### config.mk
export PLATFORM = sky130hd
export DESIGN_NAME = dfgc_top
export DESIGN_NICKNAME = d
export VERILOG_FILES = /design/src/dfgc_pkg.sv /design/src/dfgc_top.sv
export VERILOG_INCLUDE_DIRS = /design/src
export SDC_FILE = /design/constraint.sdc
export NUM_CORES = 1
export LEC_CHECK = 0
export BUFFER_PORTS_ARGS = -buffer_cell sky130_fd_sc_hd__buf_4
export CAP_MARGIN = 20
export CORE_UTILIZATION = 44
export CTS_CLUSTER_SIZE = 14
export DETAILED_ROUTE_END_ITERATION = 8
export PLACE_DENSITY = 0.87
export SLEW_MARGIN = 10
export SYNTH_ARGS = -nofsm -noshare
export SYNTH_HDL_FRONTEND = slang
export SYNTH_SLANG_ARGS = --single-unit
### constraint.sdc
create_clock -name clk_sys_in -period 2.4 [get_ports clk_sys_in]
set_clock_uncertainty 0.2 [all_clocks]
set_input_delay 0.12 -clock clk_sys_in [delete_from_list [all_inputs] [get_ports clk_sys_in]]
set_output_delay 0.12 -clock clk_sys_in [all_outputs]
set_load 0.005 [all_outputs]
### src/dfgc_defs.svh
// Constants for the display FIFO general configuration block
// Contract
// Test bit exposes FIFO and line buffer (the code drives only fifo_test_mode_out, no line buffer output)
// Test bit rising edge resets pointers
// Line repeat sends odd lines as copies
// Software programs undoubled timing, half lines
// Whole-frame dirty on any pixel write
// Otherwise mark only the written line dirty
// Insert one static frame between updates
// Static frames skip dirty refresh, fetch failures
// Urgent fill starts at begin level
// Urgent fill ends at stop level
// Software keeps stop level above begin level
`ifndef DFGC_DEFS_SVH
`define DFGC_DEFS_SVH
`define DFGC_ADDR_W 16
`define DFGC_CFG_OFS 16'h8304
`define DFGC_STAT_OFS 16'h8310
`define DFGC_CFG_RESET 32'h0000_0000
`define DFGC_CFG_WMASK 32'h0305_FF00
`define DFGC_BIT_TEST 25
`define DFGC_BIT_REPEAT 24
`define DFGC_BIT_ALLDIRTY 18
`define DFGC_BIT_INSERT 16
`define DFGC_STOP_HI 15
`define DFGC_STOP_LO 12
`define DFGC_BEGIN_HI 11
`define DFGC_BEGIN_LO 8
`define DFGC_LEVEL_SHIFT 2
`define DFGC_ST_URGENT 0
`define DFGC_ST_UPDATE 1
`define DFGC_ST_TEST 2
`define DFGC_ST_LINEODD 3
`endif

### src/dfgc_pkg.sv
// Types for the display FIFO general configuration block
package dfgc_pkg;
   typedef struct packed {
      logic test_mode;
      logic repeat_en;
      logic all_dirty;
      logic insert;
      logic [3:0] stop_lvl;
      logic [3:0] begin_lvl;
   } dfgc_cfg_s;
   typedef enum logic [1:0] {
      DFGC_UPDATE = 2'b01,
      DFGC_STATIC = 2'b10
   } dfgc_frame_e;
endpackage

### src/dfgc_top.sv
// Display FIFO general configuration register and its control logic
`include "dfgc_defs.svh"
module dfgc_top #(
   parameter int LINE_W = 11,
   parameter int DEPTH_W = 8
) (
   input wire logic clk_sys_in,
   input wire logic rst_n_in,
   input wire logic psel_in,
   input wire logic penable_in,
   input wire logic pwrite_in,
   input wire logic [`DFGC_ADDR_W-1:0] paddr_in,
   input wire logic [31:0] pwdata_in,
   output logic [31:0] prdata_out,
   output logic pready_out,
   output logic pslverr_out,
   input wire logic [DEPTH_W-1:0] fifo_depth_in,
   input wire logic frame_start_in,
   input wire logic line_start_in,
   input wire logic pixel_write_in,
   input wire logic [LINE_W-1:0] pixel_line_in,
   output logic fifo_test_mode_out,
   output logic fifo_ptr_reset_out,
   output logic line_repeat_out,
   output logic dirty_set_out,
   output logic dirty_all_out,
   output logic [LINE_W-1:0] dirty_line_out,
   output logic update_frame_out,
   output logic urgent_fill_req_out
);
   if (LINE_W < 1 || LINE_W > 16) begin : g_line_w_bad
      $error("LINE_W out of range");
   end
   if (DEPTH_W < 6 || DEPTH_W > 16) begin : g_depth_w_bad
      $error("DEPTH_W must hold level 60");
   end

   function automatic logic [DEPTH_W-1:0] lvl_entries(input logic [3:0] lvl);
      lvl_entries = DEPTH_W'(lvl) << `DFGC_LEVEL_SHIFT;
   endfunction

   ////////////////////////////////////////////////////////////////////
   // APB slave
   dfgc_pkg::dfgc_cfg_s cfg_q, cfg_d;
   logic [31:0] prdata_q, prdata_d;
   logic pready_q, pready_d;
   logic pslverr_q, pslverr_d;
   logic urgent_q, urgent_d;
   logic line_odd_q, line_odd_d;
   dfgc_pkg::dfgc_frame_e frame_q, frame_d;
   logic [31:0] cfg_word;
   logic [31:0] stat_word;
   logic hit_cfg;
   logic hit_stat;
   logic setup;

   always_comb begin
      cfg_word = 32'h0000_0000;
      cfg_word[`DFGC_BIT_TEST] = cfg_q.test_mode;
      cfg_word[`DFGC_BIT_REPEAT] = cfg_q.repeat_en;
      cfg_word[`DFGC_BIT_ALLDIRTY] = cfg_q.all_dirty;
      cfg_word[`DFGC_BIT_INSERT] = cfg_q.insert;
      cfg_word[`DFGC_STOP_HI:`DFGC_STOP_LO] = cfg_q.stop_lvl;
      cfg_word[`DFGC_BEGIN_HI:`DFGC_BEGIN_LO] = cfg_q.begin_lvl;
      stat_word = 32'h0000_0000;
      stat_word[`DFGC_ST_URGENT] = urgent_q;
      stat_word[`DFGC_ST_UPDATE] = (frame_q == dfgc_pkg::DFGC_UPDATE);
      stat_word[`DFGC_ST_TEST] = cfg_q.test_mode;
      stat_word[`DFGC_ST_LINEODD] = line_odd_q;
   end

   assign setup = psel_in && !penable_in;
   assign hit_cfg = (paddr_in == `DFGC_CFG_OFS);
   assign hit_stat = (paddr_in == `DFGC_STAT_OFS);

   always_comb begin
      cfg_d = cfg_q;
      prdata_d = prdata_q;
      pready_d = 1'b0;
      pslverr_d = 1'b0;
      if (setup) begin
         pready_d = 1'b1;
         pslverr_d = !(hit_cfg || hit_stat) || (hit_stat && pwrite_in);
         prdata_d = hit_cfg ? cfg_word : (hit_stat ? stat_word : 32'h0000_0000);
      end
      if (psel_in && penable_in && pready_q && pwrite_in && hit_cfg) begin
         cfg_d.test_mode = pwdata_in[`DFGC_BIT_TEST];
         cfg_d.repeat_en = pwdata_in[`DFGC_BIT_REPEAT];
         cfg_d.all_dirty = pwdata_in[`DFGC_BIT_ALLDIRTY];
         cfg_d.insert = pwdata_in[`DFGC_BIT_INSERT];
         cfg_d.stop_lvl = pwdata_in[`DFGC_STOP_HI:`DFGC_STOP_LO];
         cfg_d.begin_lvl = pwdata_in[`DFGC_BEGIN_HI:`DFGC_BEGIN_LO];
      end
   end

   always_ff @(posedge clk_sys_in or negedge rst_n_in) begin
      if (!rst_n_in) begin
         cfg_q <= dfgc_pkg::dfgc_cfg_s'(12'h000);
         prdata_q <= `DFGC_CFG_RESET;
         pready_q <= 1'b0;
         pslverr_q <= 1'b0;
      end else begin
         cfg_q <= cfg_d;
         prdata_q <= prdata_d;
         pready_q <= pready_d;
         pslverr_q <= pslverr_d;
      end
   end

   assign prdata_out = prdata_q;
   assign pready_out = pready_q;
   assign pslverr_out = pslverr_q;

   ////////////////////////////////////////////////////////////////////
   // Test mode and pointer reset
   logic test_q, test_d;
   logic ptr_rst_q, ptr_rst_d;

   always_comb begin
      test_d = cfg_q.test_mode;
      ptr_rst_d = cfg_q.test_mode && !test_q;
   end

   always_ff @(posedge clk_sys_in or negedge rst_n_in) begin
      if (!rst_n_in) begin
         test_q <= 1'b0;
         ptr_rst_q <= 1'b0;
      end else begin
         test_q <= test_d;
         ptr_rst_q <= ptr_rst_d;
      end
   end

   assign fifo_test_mode_out = test_q;
   assign fifo_ptr_reset_out = ptr_rst_q;

   ////////////////////////////////////////////////////////////////////
   // Line repeat
   logic repeat_q, repeat_d;

   always_comb begin
      line_odd_d = line_odd_q;
      if (frame_start_in) begin
         line_odd_d = 1'b0;
      end else if (line_start_in) begin
         line_odd_d = !line_odd_q;
      end
      repeat_d = cfg_q.repeat_en && line_odd_d;
   end

   always_ff @(posedge clk_sys_in or negedge rst_n_in) begin
      if (!rst_n_in) begin
         line_odd_q <= 1'b0;
         repeat_q <= 1'b0;
      end else begin
         line_odd_q <= line_odd_d;
         repeat_q <= repeat_d;
      end
   end

   assign line_repeat_out = repeat_q;

   ////////////////////////////////////////////////////////////////////
   // Dirty marking
   logic dset_q, dset_d;
   logic dall_q, dall_d;
   logic [LINE_W-1:0] dline_q, dline_d;

   always_comb begin
      dset_d = pixel_write_in;
      dall_d = 1'b0;
      dline_d = dline_q;
      if (pixel_write_in) begin
         dall_d = cfg_q.all_dirty;
         dline_d = pixel_line_in;
      end
   end

   always_ff @(posedge clk_sys_in or negedge rst_n_in) begin
      if (!rst_n_in) begin
         dset_q <= 1'b0;
         dall_q <= 1'b0;
         dline_q <= '0;
      end else begin
         dset_q <= dset_d;
         dall_q <= dall_d;
         dline_q <= dline_d;
      end
   end

   assign dirty_set_out = dset_q;
   assign dirty_all_out = dall_q;
   assign dirty_line_out = dline_q;

   ////////////////////////////////////////////////////////////////////
   // Update and static frames
   logic upd_q, upd_d;

   always_comb begin
      frame_d = frame_q;
      if (frame_start_in) begin
         case (frame_q)
            dfgc_pkg::DFGC_UPDATE: begin
               frame_d = cfg_q.insert ? dfgc_pkg::DFGC_STATIC : dfgc_pkg::DFGC_UPDATE;
            end
            dfgc_pkg::DFGC_STATIC: begin
               frame_d = dfgc_pkg::DFGC_UPDATE;
            end
            default: begin
               frame_d = dfgc_pkg::DFGC_UPDATE;
            end
         endcase
      end
      upd_d = (frame_d == dfgc_pkg::DFGC_UPDATE);
   end

   always_ff @(posedge clk_sys_in or negedge rst_n_in) begin
      if (!rst_n_in) begin
         frame_q <= dfgc_pkg::DFGC_UPDATE;
         upd_q <= 1'b1;
      end else begin
         frame_q <= frame_d;
         upd_q <= upd_d;
      end
   end

   assign update_frame_out = upd_q;

   ////////////////////////////////////////////////////////////////////
   // Urgent fill request
   logic [DEPTH_W-1:0] begin_ent;
   logic [DEPTH_W-1:0] stop_ent;

   always_comb begin
      begin_ent = lvl_entries(cfg_q.begin_lvl);
      stop_ent = lvl_entries(cfg_q.stop_lvl);
      urgent_d = urgent_q;
      if (!urgent_q && fifo_depth_in <= begin_ent) begin
         urgent_d = 1'b1;
      end else if (urgent_q && fifo_depth_in >= stop_ent) begin
         urgent_d = 1'b0;
      end
   end

   always_ff @(posedge clk_sys_in or negedge rst_n_in) begin
      if (!rst_n_in) begin
         urgent_q <= 1'b0;
      end else begin
         urgent_q <= urgent_d;
      end
   end

   assign urgent_fill_req_out = urgent_q;
endmodule // dfgc_top

Word level (Yosys, flattened, before mapping)
Cells that the tools add are included.

Order comparisons: 2. Eq/ne operators: 4. Multiplexer cells: 12. Reduce and logical (&&, ||, !) cells: 18.

Operator list (number): equality test 16 bit, second input constant (2); 2-to-1 mux 26 bit (1); logical AND 1 bit (10); greater-or-equal comparator 8 x 6 -> 1 bit (1); <= comparator 8 x 6 -> 1 bit (1); 2-to-1 mux 1 bit (7); 2-to-1 mux 2 bit (3); logical NOT 1 bit (5); equality test 2 x 1 -> 1 bit, second input constant (2); 2-to-1 mux 4 bit (1); logical OR 1 bit (2); nonzero test 2 bit (1).

Flip-flop bits (word level): 67. Bits of input ports: 75. Output and inout bits: 52. Logic and storage cells: 55.

Depth between registers and ports, before layout
Gate-level depths: netlist (run 1).

Depth in word-level cells: 5. Gate-level depth with buffers: 6. Mapped depth without buffers: 6.

Worst setup path before layout (run 1)
Ideal clock, no wire load.

Path kind: flip-flop to flip-flop. From: register cfg_q[5] (netlist name). To: register urgent_q (netlist: urgent_fill_req_out). Library setup time: 0.125 ns. Arrival time: 1.430 ns. Required time: 2.075 ns. Setup slack: 0.645 ns. Cell stages (with the launch flop): 7. Path buffers: 0. Clock period less this slack: 1.755 ns. Cells stage by stage: dfrtp_1 > inv_1 > ha_1 > nor2b_1 > a311oi_1 > o21ai_0 > a2111oi_0.

Word-level cells in the longest chain between the ends: 3.

Ends and longest elaborated chain: start, declared (RTL line dfgc_top.sv:44) `dfgc_pkg::dfgc_cfg_s cfg_q, cfg_d;`; start signal, assigned (RTL line dfgc_top.sv:98) `cfg_q <= dfgc_pkg::dfgc_cfg_s'(12'h000);`; start signal, assigned (RTL line dfgc_top.sv:103) `cfg_q <= cfg_d;`; greater-or-equal comparator 8 x 6 -> 1 bit (RTL line dfgc_top.sv:240) `end else if (urgent_q && fifo_depth_in >= stop_ent) begin`; logical AND 1 bit (RTL line dfgc_top.sv:240); nonzero test 2 bit (no source line); end signal, assigned (RTL line dfgc_top.sv:249) `urgent_q <= urgent_d;`; end, declared (RTL line dfgc_top.sv:48) `logic urgent_q, urgent_d;`.

Every way passes these cells. A chain may end at the register's enable or synchronous reset.

Worst setup path in the final report (run 1)
Ends and elaborated chain as after synthesis.

==> results of run 1 <==
[area by class of cell]
type | count | area [µm²] | area share (%)
Clock inverter | 1 | 30.0 | 0.895
Inverter | 10 | 37.5 | 1.12
Tap cell | 67 | 83.8 | 2.50
Clock buffer | 6 | 72.6 | 2.16
Timing Repair Buffer | 123 | 1000 | 29.8
Multi-Input combinational cell | 101 | 853 | 25.4
Sequential cell | 51 | 1280 | 38.1
[worst min path at each step]
stage	end	slack (ps)	cells past startpoint
6_report	line_repeat_out	40	4
5_1_grt	line_repeat_out	50	4
4_1_cts	line_repeat_out	30	4
3_5_place_dp	prdata_out[2]	-20	1
3_3_place_gp	prdata_out[25]	-20	1
2_1_floorplan	begin_ent[2]	-380	0
[power by group through the flow]
stage	clock, µW	combinational, µW	sequential (µW)
6_report	565	234	896
5_1_grt	612	257	899
4_1_cts	585	234	895
3_5_place_dp	0	191	912
3_3_place_gp	0	185	911
2_1_floorplan	0	72.8	913
[stage by stage]
step                total power (µW)  std cells  hold slack (ps)  util, %
finish                          1700        359             36.9     69.7
detailed placement              1100        321            -15.8     61.1
floorplan                        986        183             -376        -
CTS                             1710        359             31.3     69.7
global placement                1100        321            -21.1     61.1
global route                    1770        359             51.2     69.7
[metal layers]
metal  vias up  GRT usage [%]
met2        64           37.6
met4         0           6.84
met5         -              0
met3        10           5.08
li1        810              -
met1       839           22.5
[cells in the final DEF (no fill, tap or decap), types with 2 or more instances in the layout]
master and n:
buf_4 92, dfrtp_1 49, dlygate4sd3_1 31, a22o_1 16, conb_1 16, mux2_2 13
inv_1 10, mux2_4 10, ha_1 8, nor2_1 5, clkbuf_8 5, nor2b_1 4
o21ai_0 3, nand2b_1 3, nor4b_2 3, nand4_1 3, a21oi_1 3, and2_1 2
nor3_1 2, dfstp_2 2
[kinds of logic after synthesis]
kind of cell               share of synthesized area, %
other                                             0.166
muxes                                              13.1
adders and majority gates                          4.44
AOI/OAI and AO/OA                                  9.26
and+or+nand+nor                                    7.71
DFF                                                56.7
buffers and inverters                              8.21
xor gates and xnor gates                          0.388
[worst reg2reg max path, stage by stage (launching register included)]
cell and delay [ps]:
dfrtp_1 380, inv_1 50, ha_1 280, nor2b_1 130, a311oi_1 270, o21ai_0 160
a2111oi_0 420
[sequential cells by signal, summed over array words and instances (netlist names), 2 cells and up]
register / cells
dirty_line_out: 11
cfg_q: 7
frame_q: 2
prdata_out: 16
begin_ent: 4
[repair_timing]
action / CTS / global route
endpoints found under the setup margin: 0 / 0
hold buffers: 31 / 0
hold endpoints to repair: 81 / 0
==> metrics.md, run 1 <==
| Metric | Value |
|---|---|
| H-Tree Depth | `2` |
| Row Count | `25` |
| Routed wire length | `5260 µm` |
| Crit. End Element | `register` |
| Mapped Area | `2260 µm²` |
| Largest net degree at the start of global routing | `52` |
| Logic pwr share | `13.8%` |
| First-pass GRT wire length | `7990 µm` |
| Max Used Layer | `met4` |
| Mapped Cells | `168` |
| Antenna diodes | `0` |
| Psw | `361 µW` |
| # IOs | `127` |
| Sequential power share | `52.8%` |
| Post-route ant nets | `0` |
| Tmin final | `2010 ps` |
| WP data arrival | `1980 ps` |
| Clock power share | `33.3%` |
| R2R depth | `6` |
| Slew margin rel. | `58.6%` |
| Wire length on met3 | `267 µm` |
| Setup Fix Bufs, Post-CTS | `0` |
| Achievable Freq | `498 MHz` |
| CP max-delay cell | `a2111oi_0` |
| CP delay by family, top | `compound AO/OA/AOI/OAI gates` |
| DRT iter0 DRCs | `43` |
| Final worst setup slack | `391 ps` |
| Post-DP HPWL | `3520 µm` |
| Die Ht | `73.6 µm` |
| WL met1 | `2050 µm` |
| Critical-path maximum fanout | `3` |
| Via count | `1723` |
| Unrepaired setup endpoints after global routing | `false` |
| Register area share after synthesis | `56.7%` |
| Hold Vio Cnt, Final | `0` |
| # setup viols final | `0` |
| Slew Viols, Final | `0` |
| Reg2Reg Setup Slack | `390 ps` |
| Result of the run | `complete, no violations` |
| Pre-antenna DRT Iters | `4` |
| Post-cts resize count | `0` |
| GPL Wtd Cong | `0.733` |
| Fin crit share | `83.7%` |
| Full die area | `5420 µm²` |
| Hold_sp | `line_start_in` |
| CTS tree | `built` |
| WL/cell | `14.6 µm` |
| Filler cell count | `381` |
| Worst Max-Slew Pin Slew | `621 ps` |
| Cell taking the most area after synthesis | `dfrtp_1` |
| Dominant register cell in the synthesized netlist | `dfrtp_1` |
| CP endpoint | `urgent_fill_req_out` |
| Netlist cell types | `31` |
| CP Launch Point | `cfg_q[5]` |
| Buf+Inv Stages, Crit Path | `1` |
| CTS Buffer Depth | `2` |
| Clk slew on worst S/H paths | `80 ps` |
| Worst Hold Class | `in2reg` |
| FF-to-FF End | `urgent_fill_req_out` |
| TritonCTS Buffers | `5` |
| Maximum vdd ir drop | `0.384 mV` |
| Area contributors post-synth | `dfrtp_1, mux2_4, mux2_2, a22o_1, buf_4` |
| Crit Path Class | `reg2reg` |
| Core box area | `4820 µm²` |
| Internal power | `1330 µW` |
| P per Cell Area | `505 nW/µm²` |
| Overflow after GRT | `0` |
| Crit path cell chain | `inv_1, ha_1, nor2b_1, a311oi_1, o21ai_0, a2111oi_0` |
| Antenna violations before repair | `0` |
| Pleak | `0.00171 µW` |
| Nets | `375` |
| Startpoint Class | `register` |
| Vias/cell | `4.80` |
| Critical path depth | `6` |
| Vias in the first global route | `1726` |
| CTS Sinks | `51` |
| Max Cap Viol | `0` |
| Mean Syn Cell Area | `13.4 µm²` |
| Finished Cell Area | `3360 µm²` |
| DR DRC count | `0` |
| Port Buffers | `90` |
| EDFF count, synth | `0` |
| GRT Total Usage | `20.3%` |
| Synth warn | `0` |
| Most frequent cells after synthesis | `dfrtp_1, a22o_1, buf_4` |
| Synthesized flop and latch total | `51` |
| Starting Density | `46.8%` |
| TNS Setup | `0 ps` |
| Area delta synth->final | `48.8%` |
| Clock root buffer | `clkbuf_8` |
| CP peak stage delay | `420 ps` |
| Worst skew pair latency | `290 ps` |
| Met2 WL | `2850 µm` |
| Fraction of registers with async set or reset after synthesis | `100%` |
| FF-to-FF Start | `cfg_q[5]` |
| Layout cells sized above 1 | `43.8%` |
| Pre-CTS setup slack | `437 ps` |
| Sw Ratio | `21.3%` |
| WP data required | `2370 ps` |
| Cell Area, Placed | `2940 µm²` |
| Die width | `73.6 µm` |
| Top-count cell post-synth | `dfrtp_1` |
| Synth top area share | `54.4%` |
Note: power is estimated with default switching activity, not from simulation.
==> run 2: changes to the inputs <==
clock period = 1.85 ns   (was 2.4 ns; I/O delays follow)
==> run 2 against run 1 <==
Against the previous run:
- clock-buffer cell count is 1 lower
- sequential power is 29% higher
- non-clock buffer count is 13 higher
- worst hold slack worse by 21 ps
- first-iteration DRC count is 9.3% higher
- register-to-register slack worse by 310 ps
- sequential share of layout area is 1.9 points lower
- total power is 33% higher
- wire length is 4.0% higher
- die area stayed put
- critical path type is now in2reg
- highest routed layer unchanged
==> metrics.md, run 2 (synthesis gave the netlist of run 1 again) <==
| Metric | Value |
|---|---|
| Placed Cells | `325 (+1.2%)` |
| Worst Hold Class | `in2reg` |
| Pre-antenna DRT Iters | `4 (unchanged)` |
| Area delta synth->final | `56.6%` |
| Clk slew on worst S/H paths | `90 ps (about the same)` |
| P per Cell Area | `639 nW/µm² (+26%)` |
| Core box area | `4820 µm² (unchanged)` |
| First-pass GRT wire length | `8400 µm (+5.1%)` |
| Vias/cell | `4.80 (about the same)` |
| WP data required | `1830 ps (-540 ps)` |
| GRT Total Usage | `21.0% (+0.67 points)` |
| Maximum vdd ir drop | `0.464 mV (+21%)` |
| Psw | `493 µW (+37%)` |
| TNS Setup | `0 ps (unchanged)` |
| Worst skew pair latency | `290 ps (about the same)` |
| Pre-CTS setup slack | `-22.1 ps (-459 ps)` |
| Startpoint Class | `primary input` |
| Die Ht | `73.6 µm (unchanged)` |
| Internal power | `1760 µW (+32%)` |
| Post-DP HPWL | `3500 µm (-0.40%)` |
| Via count | `1791 (+3.9%)` |
| Port Buffers | `90 (unchanged)` |
| Nets | `388 (+3.5%)` |
| Commonest non-fill, non-tap cells in the layout | `buf_4, dfrtp_1, dlygate4sd3_1` |
| Logic pwr share | `15.0% (+1.2 points)` |
| Post-route ant nets | `0 (unchanged)` |
| Hold Vio Cnt, Final | `0 (unchanged)` |
| Crit Path Class | `in2reg` |
| Starting Density | `46.8% (unchanged)` |
| WP data arrival | `1760 ps (-220 ps)` |
| TritonCTS Buffers | `5 (unchanged)` |
| CTS Buffer Depth | `2 (unchanged)` |
| Row Count | `25 (unchanged)` |
| Pleak | `0.00180 µW (+5.0%)` |
| Worst Max-Slew Pin Slew | `624 ps (+3.08 ps)` |
| Antenna violations before repair | `0 (unchanged)` |
| DRT iter0 DRCs | `47 (+9.3%)` |
| Clock root buffer | `clkbuf_8` |
| # setup viols final | `0 (unchanged)` |
| Commonest non-fill, non-tap cell in the layout | `buf_4` |
| Slew margin rel. | `58.4% (-0.21 points)` |
| DR DRC count | `0 (unchanged)` |
| Overflow after GRT | `0 (unchanged)` |
| # IOs | `127 (unchanged)` |
| CTS tree | `built` |
| Antenna diodes | `0 (unchanged)` |
| Slew Viols, Final | `0 (unchanged)` |
| Fin crit share | `96.2%` |
| Tmin final | `1780 ps` |
| Largest net degree at the start of global routing | `52 (unchanged)` |
| CP Launch Point | `pixel_write_in` |
| Finished Layout Cells | `373 (+3.9%)` |
| Die width | `73.6 µm (unchanged)` |
| FF-to-FF Start | `begin_ent[3]` |
| Final worst setup slack | `70.4 ps (-321 ps)` |
| Filler cell count | `356 (-6.6%)` |
| H-Tree Depth | `2 (unchanged)` |
| Total power | `2260 µW (+33%)` |
| GPL Wtd Cong | `0.762 (+4.0%)` |
| Achievable Freq | `562 MHz` |
| Full die area | `5420 µm² (unchanged)` |
| Critical-path maximum fanout | `13 (+10)` |
| Result of the run | `complete, no violations` |
| Max Cap Viol | `0 (unchanged)` |
| Layout cells sized above 1 | `47.1% (+3.2 points)` |
| Crit. End Element | `register` |
| Sw Ratio | `21.9% (+0.60 points)` |
| Flip-flop count of the largest register after layout | `16 (unchanged)` |
| Hold_sp | `line_start_in` |
| Reg2Reg Setup Slack | `80 ps (-310 ps)` |
| CTS Sinks | `51 (unchanged)` |
| Sequential power share | `51.5% (-1.3 points)` |
| Clock power share | `33.5% (+0.2 points)` |
| WL/cell | `14.7 µm (about the same)` |
| Routed wire length | `5470 µm (+4.0%)` |
| Vias in the first global route | `1787 (+3.5%)` |
| Hold slack | `16.3 ps (-20.6 ps)` |
## run 2: through the flow
stage / area (µm²) / utilization [%]
after global routing: 3530 / 73.4
after floorplan: 2310 / -
after global placement: 2970 / 61.7
after detailed placement: 2970 / 61.7
after CTS: 3470 / 72.0
final: 3530 / 73.4
## run 2: what timing repair did
item	CTS	global route
hold endpoints to repair	81	0
endpoints found under the setup margin	1	1
setup buffers	0	2
gates resized for setup	1	10
hold buffers	38	0
pin swaps	1	5
## run 2: layer usage
layer | global-route usage, % | vias up | wire [µm]
li1 | - | 835 | -
met2 | 37.7 | 72 | 2870
met5 | 0 | - | 0
met1 | 24.2 | 872 | 2180
met4 | 8.97 | 0 | 134
met3 | 3.98 | 12 | 283
## run 2: area by class of cell
cell class	instances	area, µm²	area share (%)
sequential	51	1280	36.2
timing repair buffer	136	1120	31.6
multi-input combinational	101	905	25.6
tap	67	83.8	2.37
clock buffer	5	68.8	1.95
clock inverter	3	43.8	1.24
inverter	10	37.5	1.06
## run 2: power by group through the flow
stage / registers [µW] / logic (µW) / clock network, µW
final: 1160 / 338 / 756
after global routing: 1170 / 370 / 826
after global placement: 1180 / 240 / 0
after detailed placement: 1180 / 247 / 0
after floorplan: 1180 / 94.5 / 0
after CTS: 1160 / 325 / 791
## run 2: final timing paths
kind	end	cells past startpoint
setup / recovery	dirty_line_out[7]	4
hold / removal	line_repeat_out	4
setup reg to reg	urgent_fill_req_out	6
hold reg to reg	fifo_ptr_reset_out	1
max in group asynchronous	frame_q[1]	2
min in group asynchronous	prdata_out[0]	2
## run 2: critical path, cell delays in order
cell           delay [ps]
dlygate4sd3_1         530
buf_4                 200
mux2_2                360
dlygate4sd3_1         570
==> run 3: changes to the inputs <==
CORE_ASPECT_RATIO = 0.6   (was unset)
SLEW_MARGIN = unset   (was 10)
==> run 3 against run 2 <==
Against the previous run:
- sequential share of layout area grew 1.7 points
- maximum frequency is 1.0% higher
- worst hold slack improved by 63 ps
- register-to-register slack improved by 40 ps
- wire length fell by 1.4%
- die area increased by 0.17%
- critical path depth unchanged
- design area down 4.5%
- global-route usage fell by 0.20 points
- critical path type unchanged
- largest cell class unchanged
- highest routed layer unchanged
==> metrics.md, run 3 (synthesis gave the netlist of run 1 again) <==
| Metric | Value |
|---|---|
| Full die area | `5430 µm² (+0.17%)` |
| Pre-CTS setup slack | `-19.8 ps (+2.28 ps)` |
| Total power | `2100 µW (-6.9%)` |
| Hold_sp | `fifo_depth_in[5]` |
| DR DRC count | `0 (unchanged)` |
| Area delta synth->final | `49.6%` |
| WP data required | `1830 ps (about the same)` |
| Row Count | `19 (-24%)` |
| Achievable Freq | `568 MHz (+1.0%)` |
| WP data arrival | `1750 ps (about the same)` |
| CTS Sinks | `51 (unchanged)` |
| CP max-delay cell | `dlygate4sd3_1` |
| Cell Area, Placed | `2950 µm² (-0.84%)` |
| H-Tree Depth | `2 (unchanged)` |
| TritonCTS Buffers | `5 (unchanged)` |
| Max Cap Viol | `0 (unchanged)` |
| Setup Fix Bufs, Post-CTS | `0 (unchanged)` |
| CTS tree | `built` |
| Overflow after GRT | `0 (unchanged)` |
| Worst skew pair latency | `290 ps (about the same)` |
| Clk slew on worst S/H paths | `90 ps (about the same)` |
| Startpoint Class | `primary input` |
| WL/cell | `15.0 µm (+2.4%)` |
| Hold endpoint | `urgent_fill_req_out` |
| Fin crit share | `95.2% (-0.98 points)` |
| FF-to-FF End | `urgent_fill_req_out` |
| Port Buffers | `90 (unchanged)` |
| Crit Path Class | `in2reg` |
| Filler cell count | `354 (-0.56%)` |
| R2R depth | `6 (unchanged)` |
| Final worst setup slack | `88.6 ps (+18.2 ps)` |
| Nets | `378 (-2.6%)` |
| Flip-flop count of the largest register after layout | `16 (unchanged)` |
| Core box area | `4750 µm² (-1.3%)` |
| Antenna violations before repair | `0 (unchanged)` |
| Finished Cell Area | `3380 µm² (-4.5%)` |
| Commonest non-fill, non-tap cells in the layout | `buf_4, dfrtp_1, dlygate4sd3_1` |
| Result of the run | `complete, no violations` |
| Hold Crit Depth | `5 (+1)` |
| Buf+Inv Stages, Crit Path | `3 (unchanged)` |
| Finished Core Util | `71.0% (-2.4 points)` |
| Tmin final | `1760 ps (-18.2 ps)` |
| # IOs | `127 (unchanged)` |
| Post-route ant nets | `0 (unchanged)` |
| First-pass GRT wire length | `8400 µm (about the same)` |
| Layout cells sized above 1 | `45.3% (-1.8 points)` |
| Worst Hold Class | `in2reg` |
| Die Ht | `57.5 µm (-22%)` |
| GPL Wtd Cong | `0.735 (-3.5%)` |
| CP peak stage delay | `560 ps (about the same)` |
| CTS Buffer Depth | `2 (unchanged)` |
| Pleak | `0.00172 µW (-4.1%)` |
| Hold Vio Cnt, Final | `0 (unchanged)` |
| Largest net degree at the start of global routing | `52 (unchanged)` |
| TNS Setup | `0 ps (unchanged)` |
| DRT iter0 DRCs | `61 (+30%)` |
| Unrepaired setup endpoints after global routing | `false` |
| Antenna diodes | `0 (unchanged)` |
| Via count | `1715 (-4.2%)` |
| Post-DP HPWL | `3720 µm (+6.3%)` |
| # setup viols final | `0 (unchanged)` |
| Crit path top cell by count | `dlygate4sd3_1` |
| Vias/cell | `4.78 (-0.51%)` |
| Maximum vdd ir drop | `0.603 mV (+30%)` |
| Clock root buffer | `clkbuf_8` |
| Die width | `94.4 µm (+28%)` |
| Routed wire length | `5390 µm (-1.4%)` |
| Worst Max-Slew Pin Slew | `614 ps (-9.63 ps)` |
| Slew margin rel. | `59.1% (+0.64 points)` |
| Commonest non-fill, non-tap cell in the layout | `buf_4` |
| Crit. End Element | `register` |
| Pre-antenna DRT Iters | `4 (unchanged)` |
| GRT Total Usage | `20.8% (-0.20 points)` |
| Critical-path maximum fanout | `13 (unchanged)` |
| Crit path cell chain | `dlygate4sd3_1, buf_4, mux2_2, dlygate4sd3_1` |
| P per Cell Area | `622 nW/µm² (-2.6%)` |
| Reg2Reg Setup Slack | `120 ps (+40 ps)` |
| Starting Density | `47.4% (+0.62 points)` |
| FF-to-FF Start | `cfg_q[5]` |
| Slew Viols, Final | `0 (unchanged)` |
| CP delay by family, top | `buffers and inverters` |
| Vias in the first global route | `1749 (-2.1%)` |
run 3: cell count changes in the layout (fill, tap and decap cells not counted), moves of 2 or more:
cell	before	now
nor3_2	2	0
buf_4	98	94
dlygate4sd3_1	38	32
nor2b_1	2	4
nor3_1	1	3
nor2b_4	2	0
run 3: worst register-to-register path, cell delays in order, from the launching register on:
cell and delay [ps]:
dfrtp_1 400, inv_2 70, ha_4 190, nor2b_1 120, a311oi_1 190, o21ai_1 110
a2111oi_2 350
run 3: area by class of cell:
type / instances / area, µm² / area share [%]
clock inverters: 3 / 18.8 / 0.556
flip-flops and latches: 51 / 1280 / 37.9
well taps: 63 / 78.8 / 2.34
inverters: 10 / 37.5 / 1.11
repair buffers: 126 / 1030 / 30.4
multi-input cells: 101 / 867 / 25.7
clock buffers: 5 / 68.8 / 2.04
run 3: worst max path at each step:
stage / slack, ps / depth (start not counted) / startpoint / end
after floorplan: 90 / 6 / cfg_q[5] / urgent_fill_req_out
after global placement: 20 / 5 / paddr_in[5] / cfg_q[5]
after detailed placement: -20 / 5 / paddr_in[11] / cfg_q[9]
after CTS: 9 / 6 / cfg_q[5] / urgent_fill_req_out
after global routing: 10 / 6 / begin_ent[3] / urgent_fill_req_out
final: 90 / 4 / pixel_write_in / dirty_line_out[8]
run 3: repair_timing:
item	CTS	global route
hold endpoints to repair	82	0
gates resized for setup	0	5
pin swaps	1	3
endpoints found under the setup margin	1	1
hold buffers	32	0
run 3: metrics by stage:
stage	hold WS [ps]	std cells
after global routing	109	359
after detailed placement	-54.8	319
after floorplan	-403	183
after global placement	-56.0	319
after CTS	40.1	359
final	79.4	359
run 3: per-layer routing:
layer | part of all wire, % | GRT usage [%]
met1 | 42 | 26.1
met2 | 49 | 36.4
met3 | 7.6 | 5.87
met4 | 0.58 | 3.52
met5 | 0 | 0
run 3: where the power goes:
part	switching, µW	leakage [µW]	total [µW]	internal [µW]
clock	363	0.0000483	630	267
sequential	17.8	0.000675	1160	1140
combinational	114	0.00100	308	194
total	495	0.00172	2100	1610
